### config.mk
export PLATFORM = sky130hd
export DESIGN_NAME = asc_sequencer
export DESIGN_NICKNAME = d
export VERILOG_FILES = /design/src/core/asc_pkg.sv /design/src/core/asc_sequencer.sv
export SDC_FILE = /design/constraint.sdc
export NUM_CORES = 1
export LEC_CHECK = 0
export BUFFER_PORTS_ARGS = -buffer_cell sky130_fd_sc_hd__buf_4
export CELL_PAD_IN_SITES_DETAIL_PLACEMENT = 0
export CELL_PAD_IN_SITES_GLOBAL_PLACEMENT = 1
export CORE_MARGIN = 2
export CORE_UTILIZATION = 47
export CTS_CLUSTER_DIAMETER = 120
export CTS_CLUSTER_SIZE = 24
export DETAILED_ROUTE_END_ITERATION = 6
export GPL_TIMING_DRIVEN = 0
export PLACE_DENSITY = 0.9
export SLEW_MARGIN = 20
export SYNTH_ARGS = -nofsm -noshare
export SYNTH_HDL_FRONTEND = slang
export SYNTH_SLANG_ARGS = --single-unit
### constraint.sdc
create_clock -name mclk -period 5.6 [get_ports mclk]
set_clock_uncertainty 0.1 [all_clocks]
set_input_delay 0.84 -clock mclk [delete_from_list [all_inputs] [get_ports mclk]]
set_output_delay 0.84 -clock mclk [all_outputs]
set_load 0.05 [all_outputs]
### src/core/asc_pkg.sv
// constants shared by the start-up and chop sequencer
package asc_pkg;
	localparam int unsigned INIT_WAIT_PERIODS = 256;
	localparam int unsigned LEAD_PERIODS      = 44;
	localparam int unsigned DEFAULT_OSR       = 1024;
	localparam int unsigned CHOP_CONV_MULT    = 3;
	localparam int unsigned FAST_SAMPLES      = 2;
	localparam int unsigned CHOP_PAIR_MIN     = 2;
	localparam int unsigned CNT_W             = 24;
	localparam int unsigned OSR_W             = 15;
	localparam int unsigned DLY_FIELD_W       = 4;
	localparam int unsigned DLY_BASE_SHIFT    = 1;
	localparam int unsigned RST_MIN_W_CYCLES  = 64;
	localparam int unsigned DATA_READY_N_LOW_CYCLES   = 8;

	typedef enum logic [2:0] {
		ASC_POR   = 3'h0,
		ASC_HOLD  = 3'h1,
		ASC_INIT  = 3'h2,
		ASC_LEAD  = 3'h3,
		ASC_CONT  = 3'h4,
		ASC_CDLY  = 3'h5,
		ASC_CCONV = 3'h6
	} asc_state_t;
endpackage : asc_pkg

### src/core/asc_sequencer.sv
// start-up, continuous and chop conversion sequencer
`timescale 1ns/1ps
module asc_sequencer #(
	parameter int unsigned OSR_RESET = asc_pkg::DEFAULT_OSR,
	parameter int unsigned RST_MIN_W = asc_pkg::RST_MIN_W_CYCLES,
	parameter int unsigned DATA_READY_N_W    = asc_pkg::DATA_READY_N_LOW_CYCLES
) (
	input  wire logic                          mclk,
	input  wire logic                          rst,
	input  wire logic                          master_clock_in,
	input  wire logic                          sync_reset_n,
	input  wire logic                          supply_settled,
	input  wire logic                          command_reset,
	input  wire logic                          chop_enable_bit,
	input  wire logic [asc_pkg::DLY_FIELD_W-1:0] chop_settle_delay_field,
	input  wire logic [asc_pkg::OSR_W-1:0]     osr,
	input  wire logic                          phase_cal_request,
	input  wire logic                          test_signal_request,
	output logic                               data_ready_n,
	output logic                               modulator_run,
	output logic                               fast_path_enable,
	output logic                               sinc_path_select,
	output logic                               chop_polarity,
	output logic                               filter_reset,
	output logic                               pair_average,
	output logic                               result_strobe,
	output logic                               phase_cal_active,
	output logic                               test_signal_active
);
	localparam int unsigned CW = asc_pkg::CNT_W;

	logic                 mck_s1_q, mck_s2_q, mck_s3_q;
	logic                 syn_s1_q, syn_s2_q, syn_s3_q;
	logic                 mod_tick;
	logic                 sync_fall;
	logic [CW-1:0]        low_cnt_q;
	logic                 pin_rst_q;
	logic                 in_por;
	logic                 go_hold;
	logic                 go_lead;
	logic                 step;
	logic                 cont_out;
	logic                 chop_swap;
	asc_pkg::asc_state_t  state_d;
	asc_pkg::asc_state_t  state_q;
	logic [CW-1:0]        cnt_q;
	logic [CW-1:0]        target;
	logic [CW-1:0]        chop_dly;
	logic [CW-1:0]        conv_len;
	logic                 done;
	logic [1:0]           out_cnt_q;
	logic [1:0]           pair_cnt_q;
	logic [asc_pkg::OSR_W-1:0] osr_q;
	logic                 chop_q;
	logic                 restart;
	logic [CW-1:0]        data_ready_n_cnt_q;
	logic                 result_d;

	// two-flop synchronisers, third stage for edge detection only
	always_ff @(posedge mclk) begin
		if (rst) begin
			mck_s1_q <= 1'b0;
			mck_s2_q <= 1'b0;
			mck_s3_q <= 1'b0;
		end else begin
			mck_s1_q <= master_clock_in;
			mck_s2_q <= mck_s1_q;
			mck_s3_q <= mck_s2_q;
		end
	end

	// sync pin idles high, so its stages reset high to avoid a false fall
	always_ff @(posedge mclk) begin
		if (rst) begin
			syn_s1_q <= 1'b1;
			syn_s2_q <= 1'b1;
			syn_s3_q <= 1'b1;
		end else begin
			syn_s1_q <= sync_reset_n;
			syn_s2_q <= syn_s1_q;
			syn_s3_q <= syn_s2_q;
		end
	end

	// one tick per modulator period; no ticks while the clock stands still
	assign mod_tick  = mck_s2_q & ~mck_s3_q;
	assign sync_fall = syn_s3_q & ~syn_s2_q;

	// long low on the sync pin becomes a held reset
	always_ff @(posedge mclk) begin
		if (rst) begin
			low_cnt_q <= '0;
			pin_rst_q <= 1'b0;
		end else if (syn_s2_q) begin
			low_cnt_q <= '0;
			pin_rst_q <= 1'b0;
		end else if (low_cnt_q >= CW'(RST_MIN_W)) begin
			pin_rst_q <= 1'b1;
		end else begin
			low_cnt_q <= low_cnt_q + CW'(1);
		end
	end

	// settle delay is a power of two: field 0 gives 2, field 15 gives 65536
	assign chop_dly = CW'(1) << (CW'(chop_settle_delay_field) + CW'(asc_pkg::DLY_BASE_SHIFT));
	assign conv_len = CW'(asc_pkg::CHOP_CONV_MULT) * CW'(osr);

	always_comb begin
		case (state_q)
			asc_pkg::ASC_INIT:  target = CW'(asc_pkg::INIT_WAIT_PERIODS);
			asc_pkg::ASC_LEAD:  target = CW'(asc_pkg::LEAD_PERIODS);
			asc_pkg::ASC_CONT:  target = CW'(osr);
			asc_pkg::ASC_CDLY:  target = chop_dly;
			asc_pkg::ASC_CCONV: target = conv_len;
			default:            target = '0;
		endcase
	end

	assign done    = mod_tick && (cnt_q + CW'(1) >= target);
	assign restart = chop_q && (sync_fall || osr != osr_q || !chop_enable_bit);

	always_ff @(posedge mclk) begin
		if (rst) begin
			osr_q <= asc_pkg::OSR_W'(OSR_RESET);
		end else begin
			osr_q <= osr;
		end
	end

	always_ff @(posedge mclk) begin
		if (rst) begin
			chop_q <= 1'b0;
		end else begin
			chop_q <= chop_enable_bit && state_q != asc_pkg::ASC_POR;
		end
	end

	// event decode shared by the per-concern registers below
	// a restart is ignored during the start-up waits, which end in a lead-in anyway
	assign in_por    = state_q == asc_pkg::ASC_POR;
	assign go_hold   = !in_por && (pin_rst_q || command_reset);
	assign go_lead   = !in_por && !go_hold && restart && state_q != asc_pkg::ASC_HOLD
		&& state_q != asc_pkg::ASC_INIT && state_q != asc_pkg::ASC_LEAD;
	assign step      = !in_por && !go_hold && !go_lead && state_q != asc_pkg::ASC_HOLD && done;
	assign cont_out  = step && state_q == asc_pkg::ASC_CONT;
	assign chop_swap = step && state_q == asc_pkg::ASC_CCONV;

	always_comb begin
		state_d = state_q;
		if (in_por) begin
			if (supply_settled) begin
				state_d = asc_pkg::ASC_INIT;
			end
		end else if (go_hold) begin
			state_d = asc_pkg::ASC_HOLD;
		end else if (state_q == asc_pkg::ASC_HOLD) begin
			state_d = asc_pkg::ASC_INIT;
		end else if (go_lead) begin
			state_d = asc_pkg::ASC_LEAD;
		end else if (step) begin
			case (state_q)
				asc_pkg::ASC_INIT:  state_d = asc_pkg::ASC_LEAD;
				asc_pkg::ASC_LEAD:  state_d = chop_enable_bit ? asc_pkg::ASC_CDLY
					: asc_pkg::ASC_CONT;
				asc_pkg::ASC_CONT:  state_d = asc_pkg::ASC_CONT;
				asc_pkg::ASC_CDLY:  state_d = asc_pkg::ASC_CCONV;
				asc_pkg::ASC_CCONV: state_d = asc_pkg::ASC_CDLY;
				default:            state_d = asc_pkg::ASC_HOLD;
			endcase
		end
	end

	// main sequence
	always_ff @(posedge mclk) begin
		if (rst) begin
			state_q <= asc_pkg::ASC_POR;
		end else begin
			state_q <= state_d;
		end
	end

	// modulator period counter, cleared on every state change
	always_ff @(posedge mclk) begin
		if (rst) begin
			cnt_q <= '0;
		end else if (go_hold || go_lead || step) begin
			cnt_q <= '0;
		end else if (mod_tick && !in_por && state_q != asc_pkg::ASC_HOLD) begin
			cnt_q <= cnt_q + CW'(1);
		end
	end

	// continuous-mode outputs since the last reset, saturating
	always_ff @(posedge mclk) begin
		if (rst) begin
			out_cnt_q <= '0;
		end else if (go_hold) begin
			out_cnt_q <= '0;
		end else if (cont_out && out_cnt_q != 2'h3) begin
			out_cnt_q <= out_cnt_q + 2'h1;
		end
	end

	// internal chop conversions since the last restart, saturating
	always_ff @(posedge mclk) begin
		if (rst) begin
			pair_cnt_q <= '0;
		end else if (go_hold || go_lead) begin
			pair_cnt_q <= '0;
		end else if (chop_swap && pair_cnt_q != 2'h3) begin
			pair_cnt_q <= pair_cnt_q + 2'h1;
		end
	end

	// polarity returns to normal on every reset or restart
	always_ff @(posedge mclk) begin
		if (rst) begin
			chop_polarity <= 1'b0;
		end else if (go_hold || go_lead) begin
			chop_polarity <= 1'b0;
		end else if (chop_swap) begin
			chop_polarity <= ~chop_polarity;
		end
	end

	// reset, restart and swap all clear the filter
	always_ff @(posedge mclk) begin
		if (rst) begin
			filter_reset <= 1'b0;
		end else begin
			filter_reset <= go_hold || go_lead || chop_swap;
		end
	end

	// one result per conversion in continuous mode, per swap once a pair exists
	always_ff @(posedge mclk) begin
		if (rst) begin
			result_d <= 1'b0;
		end else begin
			result_d <= cont_out || (chop_swap
				&& pair_cnt_q >= 2'(asc_pkg::CHOP_PAIR_MIN - 1));
		end
	end

	// data-ready low during power-on and reset, then a short low per result
	always_ff @(posedge mclk) begin
		if (rst) begin
			data_ready_n_cnt_q   <= '0;
			data_ready_n <= 1'b0;
		end else if (state_q == asc_pkg::ASC_POR || state_q == asc_pkg::ASC_HOLD) begin
			data_ready_n_cnt_q   <= '0;
			data_ready_n <= 1'b0;
		end else if (result_d) begin
			data_ready_n_cnt_q   <= CW'(DATA_READY_N_W);
			data_ready_n <= 1'b0;
		end else if (data_ready_n_cnt_q > CW'(1)) begin
			data_ready_n_cnt_q <= data_ready_n_cnt_q - CW'(1);
		end else begin
			data_ready_n_cnt_q   <= '0;
			data_ready_n <= 1'b1;
		end
	end

	// path selection and side outputs
	always_ff @(posedge mclk) begin
		if (rst) begin
			modulator_run <= 1'b0;
		end else begin
			modulator_run <= state_q == asc_pkg::ASC_CONT || state_q == asc_pkg::ASC_CDLY
				|| state_q == asc_pkg::ASC_CCONV;
		end
	end

	// the fast path stays up through the strobe of the second output, so the
	// path flags always describe the result that is being announced
	always_ff @(posedge mclk) begin
		if (rst) begin
			fast_path_enable <= 1'b0;
		end else begin
			fast_path_enable <= state_q == asc_pkg::ASC_CONT && !chop_q
				&& (out_cnt_q < 2'(asc_pkg::FAST_SAMPLES)
				|| (result_d && out_cnt_q == 2'(asc_pkg::FAST_SAMPLES)));
		end
	end

	always_ff @(posedge mclk) begin
		if (rst) begin
			sinc_path_select <= 1'b0;
		end else begin
			sinc_path_select <= chop_q || out_cnt_q > 2'(asc_pkg::FAST_SAMPLES)
				|| (!result_d && out_cnt_q == 2'(asc_pkg::FAST_SAMPLES));
		end
	end

	always_ff @(posedge mclk) begin
		if (rst) begin
			pair_average <= 1'b0;
		end else begin
			pair_average <= chop_q;
		end
	end

	always_ff @(posedge mclk) begin
		if (rst) begin
			result_strobe <= 1'b0;
		end else begin
			result_strobe <= result_d;
		end
	end

	always_ff @(posedge mclk) begin
		if (rst) begin
			phase_cal_active <= 1'b0;
		end else begin
			phase_cal_active <= phase_cal_request && !chop_enable_bit;
		end
	end

	always_ff @(posedge mclk) begin
		if (rst) begin
			test_signal_active <= 1'b0;
		end else begin
			test_signal_active <= test_signal_request && !chop_enable_bit;
		end
	end
endmodule : asc_sequencer

# Yosys cells after proc, flatten, opt, wreduce, memory -nomap -nowiden
# Cells that the tools add are included.
# classes
n_addsub	6
n_mul	1
n_lt_le_gt_ge	6
eq_ne	14
shift	1
mux	11
bitwise_logic	6
n_reduce_logical	55
# op_table
cell	n
$pmux 24 s5	1
$add 24x1->24 const B	2
$logic_and 1x1->1	25
$ge 24x24->1	1
$ge 24x7->1 const B	1
$gt 24x1->1 const B	1
$shl 1x5->24 const A	1
$sub 24x1->24 const B	1
$mux 3	6
$mul 2x15->17 const A	1
$ne 15x15->1	1
$pmux 3 s5	1
$logic_or 1x1->1	13
$reduce_or 2->1	5
$eq 3x3->1 const B	3
$mux 4	2
$eq 3x2->1 const B	2
$logic_not 1->1	6
$ne 2x2->1 const B	3
$ne 3x2->1 const B	2
$add 4x1->5 const B	1
$reduce_bool 5->1	1
$add 2x1->2 const B	2
$not 1->1	4
other kinds (13)	14
# word_totals
ff_bits	113
out_inout_bits	10
wordCells	127

# Logic depth before layout (Yosys ltp)
# Gate-level depths: netlist of the first run.
# depth
ltp_word	18
mapped_depth	18
depth_no_buf	17

# Worst setup path after synthesis of the first run
# OpenSTA, ideal clock, no wires.
# synth_timing
path_kind	input-to-reg
startpoint	in osr[0] (netlist bit)
endpoint	reg pair_cnt_q[0]
arrival_time_ps	4418
setup_slack_ps	961
path_stages	17
n_path_buf	1
cell_sequence	ha_1 fa_1 a21oi_1 o21ai_0 a211oi_1 o21ai_0 or3b_2 o21ai_0 a21oi_1 ha_1 nand4_1 a211oi_1 a211oi_1 o21ai_0 clkbuf_1 nand4b_1 mux2i_1
# synth_via
elab_chain_len	14
# synth_lines
element	line_no	text
start, declared	asc_sequencer.sv:16	input wire logic [asc_pkg::OSR_W-1:0] osr,
parallel branches: the longest is 14 deep, another holds $ge 24x24->1	n/a	
end signal, assigned	asc_sequencer.sv:211	pair_cnt_q <= pair_cnt_q + 2'h1;
end, declared	asc_sequencer.sv:52	logic [1:0] pair_cnt_q;
# Several ways; the timed one is not identified.
# A chain may end at the register's enable or synchronous reset.

# Worst setup path in the final report of the first run
# layout_timing
startpoint	in osr[0] (netlist bit)
endpoint	reg pair_cnt_q[1]
# Same word-level chain as after synthesis.

==> run summary, run 1 <==
Status: finished, final reports clean
Number of global-route vias before repair: 5242
Async set or reset register ratio after synthesis: 0
Wirelength, routed: 14.0 mm
Critical R2R Capture: pair_cnt_q[1]$_SDFFE_PP0P_
Ant diodes: 0
DP HPWL: 10.6 mm
LEAKAGE: 2.99 nW
Mapped Cells: 729
Design area: 7370 um^2
DP Worst Slack: -0.114 ns
Tmin final: 5.21 ns
PwrDens: 342 nW/um^2
TritonCTS clock tree: done
Fin. max-slew vios: 0
Met1 usage: 0.254
Ordered cell list for the critical path: buf_4 > ha_1 > fa_1 > a21oi_1 > o21ai_0 > a211oi_1 > o21ai_0 > or3b_2 > o21ai_0 > a21oi_1 > ha_1 > nand4_1 > a211oi_1 > a211oi_1 > o21ai_1 > clkbuf_1 > nand4b_1 > mux2i_1
Leading area contributor after synthesis: dfxtp_1
GRT busiest layer: met2
Worst flop-to-flop path startpoint: cnt_q[2]$_SDFFE_PP0P_
Die Width: 119 um
Worst Setup End Kind: flip-flop
Port Buf Inserts: 37
Fin. Hold Viols: 0
Worst VDD drop: 0.204 mV
Critical path startpoint category: input port
# setup viols final: 0
Gpl congestion: 0.893
Worst-path clk slew: 0.06 ns
Overall routing resource usage: 0.209
GRT met3 Usage: 0.0493
Cts repair resizes: 0
Crit-path slowest cell: a211oi_1
Vias per inst: 5.36
Initial Utilization: 0.476
CP arrival: 5.45 ns
Worst path max stage delay: 0.56 ns
Max Fclk: 0.192 GHz
Top cell type's share of synthesized area: 0.362
Critical path data required time: 5.83 ns
Worst slew pin tran: 0.863 ns
Hold Path Stages: 1
Remaining global-route overflow: 0
Die Ht: 119 um
#FFs+latches synth: 113
Setup WS post-layout: 0.387 ns
Setup bufs post-CTS: 0
Ports: 38
Pin count of the biggest net entering global routing: 17
H-tree levels: 4
Post-route ant nets: 0
Post-placement cell count: 948
Critical path class: in2reg
R2R setup slack: 1.04 ns
Worst R2R Path Depth: 13
Top cells by area, synth: dfxtp_1 (36%), ha_1 (9.6%), xnor2_1 (8.3%)
Layout cells sized above 1: 0.117
Area Overhead vs Synth: 17.9%
Sequential area share after synthesis: 0.362
RSZ-0062 raised after global routing: false
Crit-path max FO: 10
Std cell rows: 42
CP Launch Point: osr[0]
Nets: 868
Mean Syn Cell Area: 8.58 um^2
First-pass GRT wire length: 24.0 mm
Clk buf depth: 2
Synth warnings: 0
Filler instances: 1206
Die area: 14200 um^2
Via count: 5257
Initial antenna violation count: 0
DRT Pass-1 Iters: 7
Core box area: 13100 um^2
CTS root buf: clkbuf_16
# hold bufs at CTS: 0
Wire per inst: 14.3 um
Setup_tns: 0 ns
Sink Count: 113
Cell Area, Placed: 6770 um^2
Max cap viols: 0
Number of remaining DRC errors: 0
Pwr Total: 2.52 mW
Starting DRT DRC Count: 318
Fin crit share: 0.931
Final cell count without fillers: 980
Crit path to: pair_cnt_q[1]$_SDFFE_PP0P_
Prevailing post-synth register cell: dfxtp_1
Post-synth cell types: 66
Num CTS Buffers: 17
HP Class: reg2reg
Clock latency on the worst-skew pair: 0.42 ns
Rel. slew slack: 0.419
Number of synthesized flops with an enable pin: 0
Met2 GRT Util: 0.358
Synth Cell Area: 6250 um^2
sequential cells by signal, summed over array words and instances, names as in the netlist, 2 cells and up:
| name | flops |
|---|---|
| cnt_q | 24 |
| data_ready_n_cnt_q | 24 |
| low_cnt_q | 24 |
| osr_q | 15 |
| out_cnt_q | 2 |
| pair_cnt_q | 2 |
| state_q | 3 |
stage by stage:
step | utilization | hold WS (ns)
2_1_floorplan | - | 0.289
3_3_place_gp | 0.516 | 0.297
3_5_place_dp | 0.516 | 0.298
4_1_cts | 0.561 | 0.316
5_1_grt | 0.561 | 0.344
6_report | 0.561 | 0.316
worst min path at each step:
stage,startpoint,endpoint
3_3_place_gp,syn_s1_q$_SDFF_PP1_,syn_s2_q$_SDFF_PP1_
6_report,syn_s1_q$_SDFF_PP1_,syn_s2_q$_SDFF_PP1_
3_5_place_dp,syn_s1_q$_SDFF_PP1_,syn_s2_q$_SDFF_PP1_
4_1_cts,syn_s1_q$_SDFF_PP1_,syn_s2_q$_SDFF_PP1_
2_1_floorplan,syn_s1_q$_SDFF_PP1_,syn_s2_q$_SDFF_PP1_
5_1_grt,syn_s1_q$_SDFF_PP1_,syn_s2_q$_SDFF_PP1_
synth_stat cells (8+ instances only):
library cell,count
a21oi_1,37
and2_1,22
clkbuf_1,13
nand4_1,14
nor2b_1,22
nor3_1,17
nand2_1,53
nor2_1,107
xnor2_1,59
a211oi_1,10
nand3_1,26
xor2_1,35
or3_1,10
nor4_1,10
a21o_1,8
ha_1,48
dfxtp_1,113
o21ai_0,16
inv_1,20
metal layers:
layer | part of all wire | up-vias
met5 | 0 | -
met4 | 0.020 | 0
met3 | 0.049 | 26
met2 | 0.48 | 120
met1 | 0.45 | 2464
li1 | - | 2647
cells in the final DEF (no fill, tap or decap), types with 3 or more instances in the layout:
| cell type | netlist | final |
|---|---|---|
| xor2_1 | 35 | 35 |
| inv_6 | 0 | 3 |
| nand4_1 | 14 | 14 |
| and2_1 | 22 | 22 |
| a31oi_1 | 4 | 4 |
| clkbuf_1 | 13 | 14 |
| or4_1 | 3 | 3 |
| or3_1 | 10 | 10 |
| o211ai_1 | 3 | 3 |
| a21oi_1 | 37 | 37 |
| nor2_1 | 107 | 107 |
| a22oi_1 | 3 | 3 |
| o21ai_0 | 16 | 15 |
| o21a_1 | 3 | 3 |
| clkinv_4 | 0 | 6 |
| a21o_1 | 8 | 8 |
| nand2_1 | 53 | 53 |
| and3_1 | 3 | 3 |
| nor2b_1 | 22 | 22 |
| mux2i_1 | 6 | 6 |
| or2_2 | 6 | 6 |
| a221oi_1 | 3 | 3 |
| nor3_1 | 17 | 17 |
| nand3_1 | 26 | 26 |
| a211oi_1 | 10 | 10 |
| nor4_1 | 10 | 10 |
| clkbuf_16 | 0 | 17 |
| nor3b_1 | 4 | 4 |
| inv_1 | 20 | 20 |
| buf_4 | 0 | 37 |
| xnor2_1 | 59 | 59 |
| conb_1 | 1 | 7 |
| ha_1 | 48 | 48 |
| dfxtp_1 | 113 | 113 |
| nand2b_1 | 5 | 5 |
| mux2_2 | 3 | 3 |
kinds of logic (layout without fill, tap and decap cells):
logic type,Yosys count,in the layout,share of synthesized area
AO/OA/AOI/OAI,107,107,0.111
multiplexers,9,9,0.0150
XOR/XNOR,94,94,0.132
AND/OR/NAND/NOR,317,317,0.255
buffers and inverters,39,108,0.0262
other,1,7,0.000600
adder cells (fa/ha/maj),49,49,0.0993
flip-flops,113,113,0.362
report_power, final:
group          switching (mW)  leakage, nW  internal, mW
clock                   0.401        0.285         0.673
combinational           0.315         1.79         0.261
sequential             0.0280        0.918         0.840
total                   0.744         2.99          1.77
critical path: cells and delay by family:
family	cells	cell delay, ns
fa+ha+maj	3	0.95
simple gates	3	0.87
buf+inv	2	0.51
compound gates	9	2.03
mux	1	0.25
final cells by class:
type | instances | area, um^2 | share of cell area
multi-input cells | 583 | 3850 | 0.522
flip-flops and latches | 113 | 2260 | 0.307
clock buffers | 19 | 443 | 0.0601
repair buffers | 37 | 278 | 0.0377
well taps | 176 | 220 | 0.0299
clock inverters | 13 | 154 | 0.0209
plain buffers | 18 | 85.1 | 0.0115
inverters | 21 | 78.8 | 0.0107
Note: power is estimated with default switching activity, not from simulation.
==> run 2, diff against run 1 <==
Settings changed: CTS_BUF_LIST set to sky130_fd_sc_hd__clkbuf_8 sky130_fd_sc_hd__clkbuf_16.
==> run summary, run 2 (synthesis gave the netlist of run 1 again) <==
Setup WS post-layout: 0.387 ns (+0.0000510 ns)
Layout cells sized above 1: 0.117 (unchanged)
Post-route ant nets: 0 (unchanged)
First-pass GRT wire length: 24.0 mm (unchanged)
Worst-path clk slew: 0.06 ns (about the same)
Pin count of the biggest net entering global routing: 17 (unchanged)
Biggest regs: cnt_q: 24 flops, data_ready_n_cnt_q: 24 flops, low_cnt_q: 24 flops
Critical path data required time: 5.83 ns (about the same)
DP HPWL: 10.6 mm (unchanged)
Area Overhead vs Synth: 17.9% (unchanged)
Die Ht: 119 um (unchanged)
Clock latency on the worst-skew pair: 0.42 ns (about the same)
TritonCTS clock tree: done
Nets: 868 (unchanged)
Commonest non-fill, non-tap cells in the layout: dfxtp_1 (113), nor2_1 (107), xnor2_1 (59)
# setup viols final: 0 (unchanged)
HP Class: reg2reg
Worst flop-to-flop path startpoint: cnt_q[2]$_SDFFE_PP0P_
Filler instances: 1206 (unchanged)
RSZ-0062 raised after global routing: false
Num CTS Buffers: 17 (unchanged)
Fin. Hold Viols: 0 (unchanged)
LEAKAGE: 2.99 nW (+0.14%)
Port Buf Inserts: 37 (unchanged)
Die Width: 119 um (unchanged)
Max cap viols: 0 (unchanged)
Cell Int Power: 1.77 mW (-0.10%)
Remaining global-route overflow: 0 (unchanged)
Std cell rows: 42 (unchanged)
Ant diodes: 0 (unchanged)
Sw Share: 0.296 (+0.000333)
Setup_tns: 0 ns (unchanged)
Pwr Total: 2.52 mW (about the same)
Number of remaining DRC errors: 0 (unchanged)
Critical path class: in2reg
R2R setup slack: 1.04 ns (about the same)
# hold bufs at CTS: 0 (unchanged)
Hold Path Origin: syn_s1_q$_SDFF_PP1_
Max Fclk: 0.192 GHz (about the same)
CTS root buf: clkbuf_16
Gpl congestion: 0.893 (unchanged)
Initial Utilization: 0.476 (unchanged)
Critical path startpoint category: input port
Clock group share of total power: 0.426 (about the same)
Clk buf depth: 2 (unchanged)
Critical R2R Capture: pair_cnt_q[1]$_SDFFE_PP0P_
Wire per inst: 14.3 um (about the same)
Sink Count: 113 (unchanged)
Tmin final: 5.21 ns (-0.0000510 ns)
Combinational power share: 0.229 (about the same)
Overall routing resource usage: 0.209 (unchanged)
Post-layout util: 0.561 (unchanged)
Sequential share of power: 0.345 (about the same)
Hold Path Stages: 1 (unchanged)
Crit-path max FO: 10 (unchanged)
Core box area: 13100 um^2 (unchanged)
Setup bufs post-CTS: 0 (unchanged)
PwrDens: 342 nW/um^2 (about the same)
Worst slew pin tran: 0.863 ns (unchanged)
DP Worst Slack: -0.114 ns (unchanged)
Worst Setup End Kind: flip-flop
Crit-path slowest cell: a211oi_1
Worst VDD drop: 0.205 mV (about the same)
Sw Pwr: 0.745 mW (about the same)
Most common cell after layout, fill and taps aside: dfxtp_1
H-tree levels: 4 (unchanged)
Worst R2R Path Depth: 13 (unchanged)
Number of global-route vias before repair: 5242 (unchanged)
Vias per inst: 5.37 (about the same)
CP arrival: 5.45 ns (about the same)
Wirelength, routed: 14.0 mm (about the same)
Cts repair resizes: 0 (unchanged)
Hold EP: syn_s2_q$_SDFF_PP1_
DRT Pass-1 Iters: 6 (-1)
Status: finished, final reports clean
Fin. max-slew vios: 0 (unchanged)
Ports: 38 (unchanged)
Die area: 14200 um^2 (unchanged)
Fin crit share: 0.931 (about the same)
Initial antenna violation count: 0 (unchanged)
Ordered cell list for the critical path: buf_4 > ha_1 > fa_1 > a21oi_1 > o21ai_0 > a211oi_1 > o21ai_0 > or3b_2 > o21ai_0 > a21oi_1 > ha_1 > nand4_1 > a211oi_1 > a211oi_1 > o21ai_1 > clkbuf_1 > nand4b_1 > mux2i_1
Rel. slew slack: 0.419 (unchanged)
Starting DRT DRC Count: 318 (unchanged)
Worst path max stage delay: 0.56 ns (about the same)
Via count: 5261 (+0.076%)
==> run 2: changes by cell type in the layout (fill, tap and decap cells not counted), sizes merged <==
cell / before / now
clkbuf: 32 / 31
inv: 23 / 24
==> run 2: how the worst max path moves through the flow <==
| stage | start | end | slack, ns | cells past startpoint |
|---|---|---|---|---|
| 3_5_place_dp | osr[1] | pair_cnt_q[1]$_SDFFE_PP0P_ | -0.11 | 18 |
| 6_report | osr[0] | pair_cnt_q[1]$_SDFFE_PP0P_ | 0.39 | 18 |
| 4_1_cts | osr[1] | pair_cnt_q[1]$_SDFFE_PP0P_ | 0.30 | 18 |
| 5_1_grt | osr[1] | result_d$_SDFF_PP0_ | 0.11 | 18 |
| 3_3_place_gp | osr[0] | pair_cnt_q[1]$_SDFFE_PP0P_ | 0.001 | 18 |
| 2_1_floorplan | osr[0] | pair_cnt_q[0]$_SDFFE_PP0P_ | 0.96 | 17 |
==> run 2: per-layer routing <==
metal | vias to the layer above | share of wire | GRT usage
li1 | 2647 | - | -
met1 | 2469 | 0.45 | 0.254
met2 | 119 | 0.48 | 0.358
met3 | 26 | 0.047 | 0.0493
met4 | 0 | 0.020 | 0.0809
met5 | - | 0 | 0
==> run 2: worst max-delay path: cells and delay by family <==
kind | cells | cell delay, ns
mux | 1 | 0.25
buf+inv | 2 | 0.51
compound gates | 9 | 2.03
simple gates | 3 | 0.87
fa+ha+maj | 3 | 0.95
==> run 2: per-stage QoR <==
stage / hold slack (ns) / cell area [um^2] / cells
final: 0.317 / 7370 / 980
after global routing: 0.344 / 7370 / 980
after global placement: 0.297 / 6770 / 948
after CTS: 0.316 / 7370 / 980
after detailed placement: 0.298 / 6770 / 948
after floorplan: 0.289 / 6270 / 735
==> run 2: layout make-up <==
class,instances,area [um^2],area share
plain buffers,18,85.1,0.0115
clock buffers,18,439,0.0596
inverters,21,78.8,0.0107
repair buffers,37,278,0.0377
flip-flops and latches,113,2260,0.307
multi-input cells,583,3850,0.522
clock inverters,14,158,0.0214
well taps,176,220,0.0299
==> run 2: power groups by stage <==
stage	combinational (mW)	clock (mW)	sequential (mW)
CTS	0.577	1.09	0.868
finish	0.576	1.07	0.868
floorplan	0.451	0	0.888
detailed placement	0.574	0	0.885
global route	0.649	1.13	0.872
global placement	0.558	0	0.883
==> run 3, diff against run 2 <==
Settings changed: CORE_UTILIZATION 47 to 48, CTS_BUF_LIST sky130_fd_sc_hd__clkbuf_8 sky130_fd_sc_hd__clkbuf_16 to sky130_fd_sc_hd__clkbuf_8, PLACE_DENSITY 0.9 to 0.92.
==> run summary, run 3 (synthesis gave the netlist of run 1 again) <==
Worst slew pin tran: 0.923 ns (+0.0595 ns)
TritonCTS clock tree: done
Design area: 7200 um^2 (-2.4%)
Port Buf Inserts: 37 (unchanged)
Overall routing resource usage: 0.213 (+0.00423)
Number of global-route vias before repair: 5298 (+1.1%)
Sink Count: 113 (unchanged)
Biggest regs: cnt_q: 24 flops, data_ready_n_cnt_q: 24 flops, low_cnt_q: 24 flops
Wire per inst: 14.4 um (+0.22%)
Post-placement cell count: 944 (-0.42%)
Layout cells sized above 1: 0.116 (-0.00124)
Std cell rows: 41 (-2.4%)
Initial antenna violation count: 0 (unchanged)
Critical path startpoint category: input port
Num CTS Buffers: 17 (unchanged)
Worst VDD drop: 0.132 mV (-35%)
Met1 usage: 0.260 (+0.00588)
CTS root buf: clkbuf_8
Pin count of the biggest net entering global routing: 17 (unchanged)
Critical path data required time: 5.84 ns (about the same)
Core box area: 12700 um^2 (-3.6%)
Worst Setup End Kind: flip-flop
Worst-path clk slew: 0.07 ns (about the same)
Setup_tns: 0 ns (unchanged)
Max cap viols: 0 (unchanged)
Post-route ant nets: 0 (unchanged)
HP Class: reg2reg
Starting DRT DRC Count: 264 (-17%)
Commonest non-fill, non-tap cells in the layout: dfxtp_1 (113), nor2_1 (107), xnor2_1 (59)
First-pass GRT wire length: 24.4 mm (+1.9%)
Initial Utilization: 0.493 (+0.0175)
PwrDens: 317 nW/um^2 (-7.3%)
Ant diodes: 0 (unchanged)
Ports: 38 (unchanged)
Post-layout util: 0.568 (+0.00694)
H-tree levels: 4 (unchanged)
Most common cell after layout, fill and taps aside: dfxtp_1
Setup bufs post-CTS: 0 (unchanged)
Fin. Hold Viols: 0 (unchanged)
Die Width: 118 um (-1.0%)
Nets: 868 (unchanged)
Tmin final: 5.21 ns (+0.000103 ns)
Wirelength, routed: 14.0 mm (-0.19%)
Remaining global-route overflow: 0 (unchanged)
Area Overhead vs Synth: 15.1%
Status: finished, final reports clean
RSZ-0062 raised after global routing: false
# setup viols final: 0 (unchanged)
# hold bufs at CTS: 0 (unchanged)
Cts repair resizes: 0 (unchanged)
DP HPWL: 10.5 mm (-0.31%)
Number of remaining DRC errors: 0 (unchanged)
GRT busiest layer: met2
GRT met3 Usage: 0.0560 (+0.00666)
LEAKAGE: 2.91 nW (-2.6%)
Critical path class: in2reg
R2R setup slack: 1.07 ns (+0.03 ns)
Cell Area, Placed: 6770 um^2 (about the same)
Clk buf depth: 2 (unchanged)
Fin. max-slew vios: 0 (unchanged)
Vias per inst: 5.32 (-0.85%)
Via count: 5195 (-1.3%)
Die area: 14000 um^2 (-2.0%)
CP arrival: 5.45 ns (about the same)
Met2 GRT Util: 0.365 (+0.00749)
Die Ht: 118 um (-1.0%)
DRT Pass-1 Iters: 4 (-2)
Gpl congestion: 0.847 (-5.1%)
Fin crit share: 0.931 (about the same)
Clock latency on the worst-skew pair: 0.45 ns (+0.03 ns)
Final cell count without fillers: 976 (-0.41%)
Rel. slew slack: 0.380 (-0.0391)
Max Fclk: 0.192 GHz (about the same)
Crit-path max FO: 10 (unchanged)
-- run 3: changes by cell type in the layout (fill, tap and decap cells not counted), moves of 2 or more --
cell	previous run	this run
bufinv_16	2	4
inv_6	3	1
clkinvlp_4	2	4
clkbuf_8	1	17
clkinv_4	6	2
clkbuf_16	17	0
clkinv_2	0	2
-- run 3: power by group --
part	internal, mW	switching, mW	total [mW]
clock network	0.481	0.348	0.829
registers	0.839	0.0290	0.868
logic	0.262	0.320	0.582
-- run 3: metrics by stage --
stage,hold WS (ns),total power [mW],worst slack [ns]
5_1_grt,0.316,2.40,0.0576
4_1_cts,0.302,2.29,0.397
2_1_floorplan,0.289,1.34,0.961
6_report,0.304,2.28,0.387
3_3_place_gp,0.302,1.44,0.0340
3_5_place_dp,0.296,1.46,-0.0253
-- run 3: worst max-delay path: stages --
cell,delay (ns)
buf_4,0.15
ha_1,0.21
fa_1,0.42
a21oi_1,0.14
o21ai_0,0.16
a211oi_1,0.50
o21ai_0,0.23
or3b_2,0.47
o21ai_0,0.09
a21oi_1,0.12
ha_1,0.34
nand4_1,0.13
a211oi_1,0.22
a211oi_1,0.12
o21ai_0,0.47
clkbuf_1,0.40
nand4b_1,0.26
mux2i_1,0.18
-- run 3: final timing paths --
kind | start | end | depth (start not counted)
max | osr[1] | pair_cnt_q[0]$_SDFFE_PP0P_ | 18
max reg2reg | state_q[2]$_SDFFE_PP0P_ | cnt_q[23]$_SDFFE_PP0P_ | 15
min reg2reg | syn_s1_q$_SDFF_PP1_ | syn_s2_q$_SDFF_PP1_ | 1
min | syn_s1_q$_SDFF_PP1_ | syn_s2_q$_SDFF_PP1_ | 1
-- run 3: area by class of cell --
class | count | area (um^2)
Buffer | 18 | 85.1
Inverter | 21 | 78.8
Clock buffer | 17 | 234
Fill cell | 1176 | 5480
Multi-Input combinational cell | 583 | 3850
Sequential cell | 113 | 2260
Tap cell | 172 | 215
Clock inverter | 15 | 194
Timing Repair Buffer | 37 | 278
-- run 3: metal layers --
layer  vias to the layer above  routed length [um]  share of wire
li1                       2646                   -              -
met1                      2448                6410           0.46
met2                        83                6880           0.49
met3                        18                 536          0.038
met4                         0                 184          0.013
met5                         -                   0              0
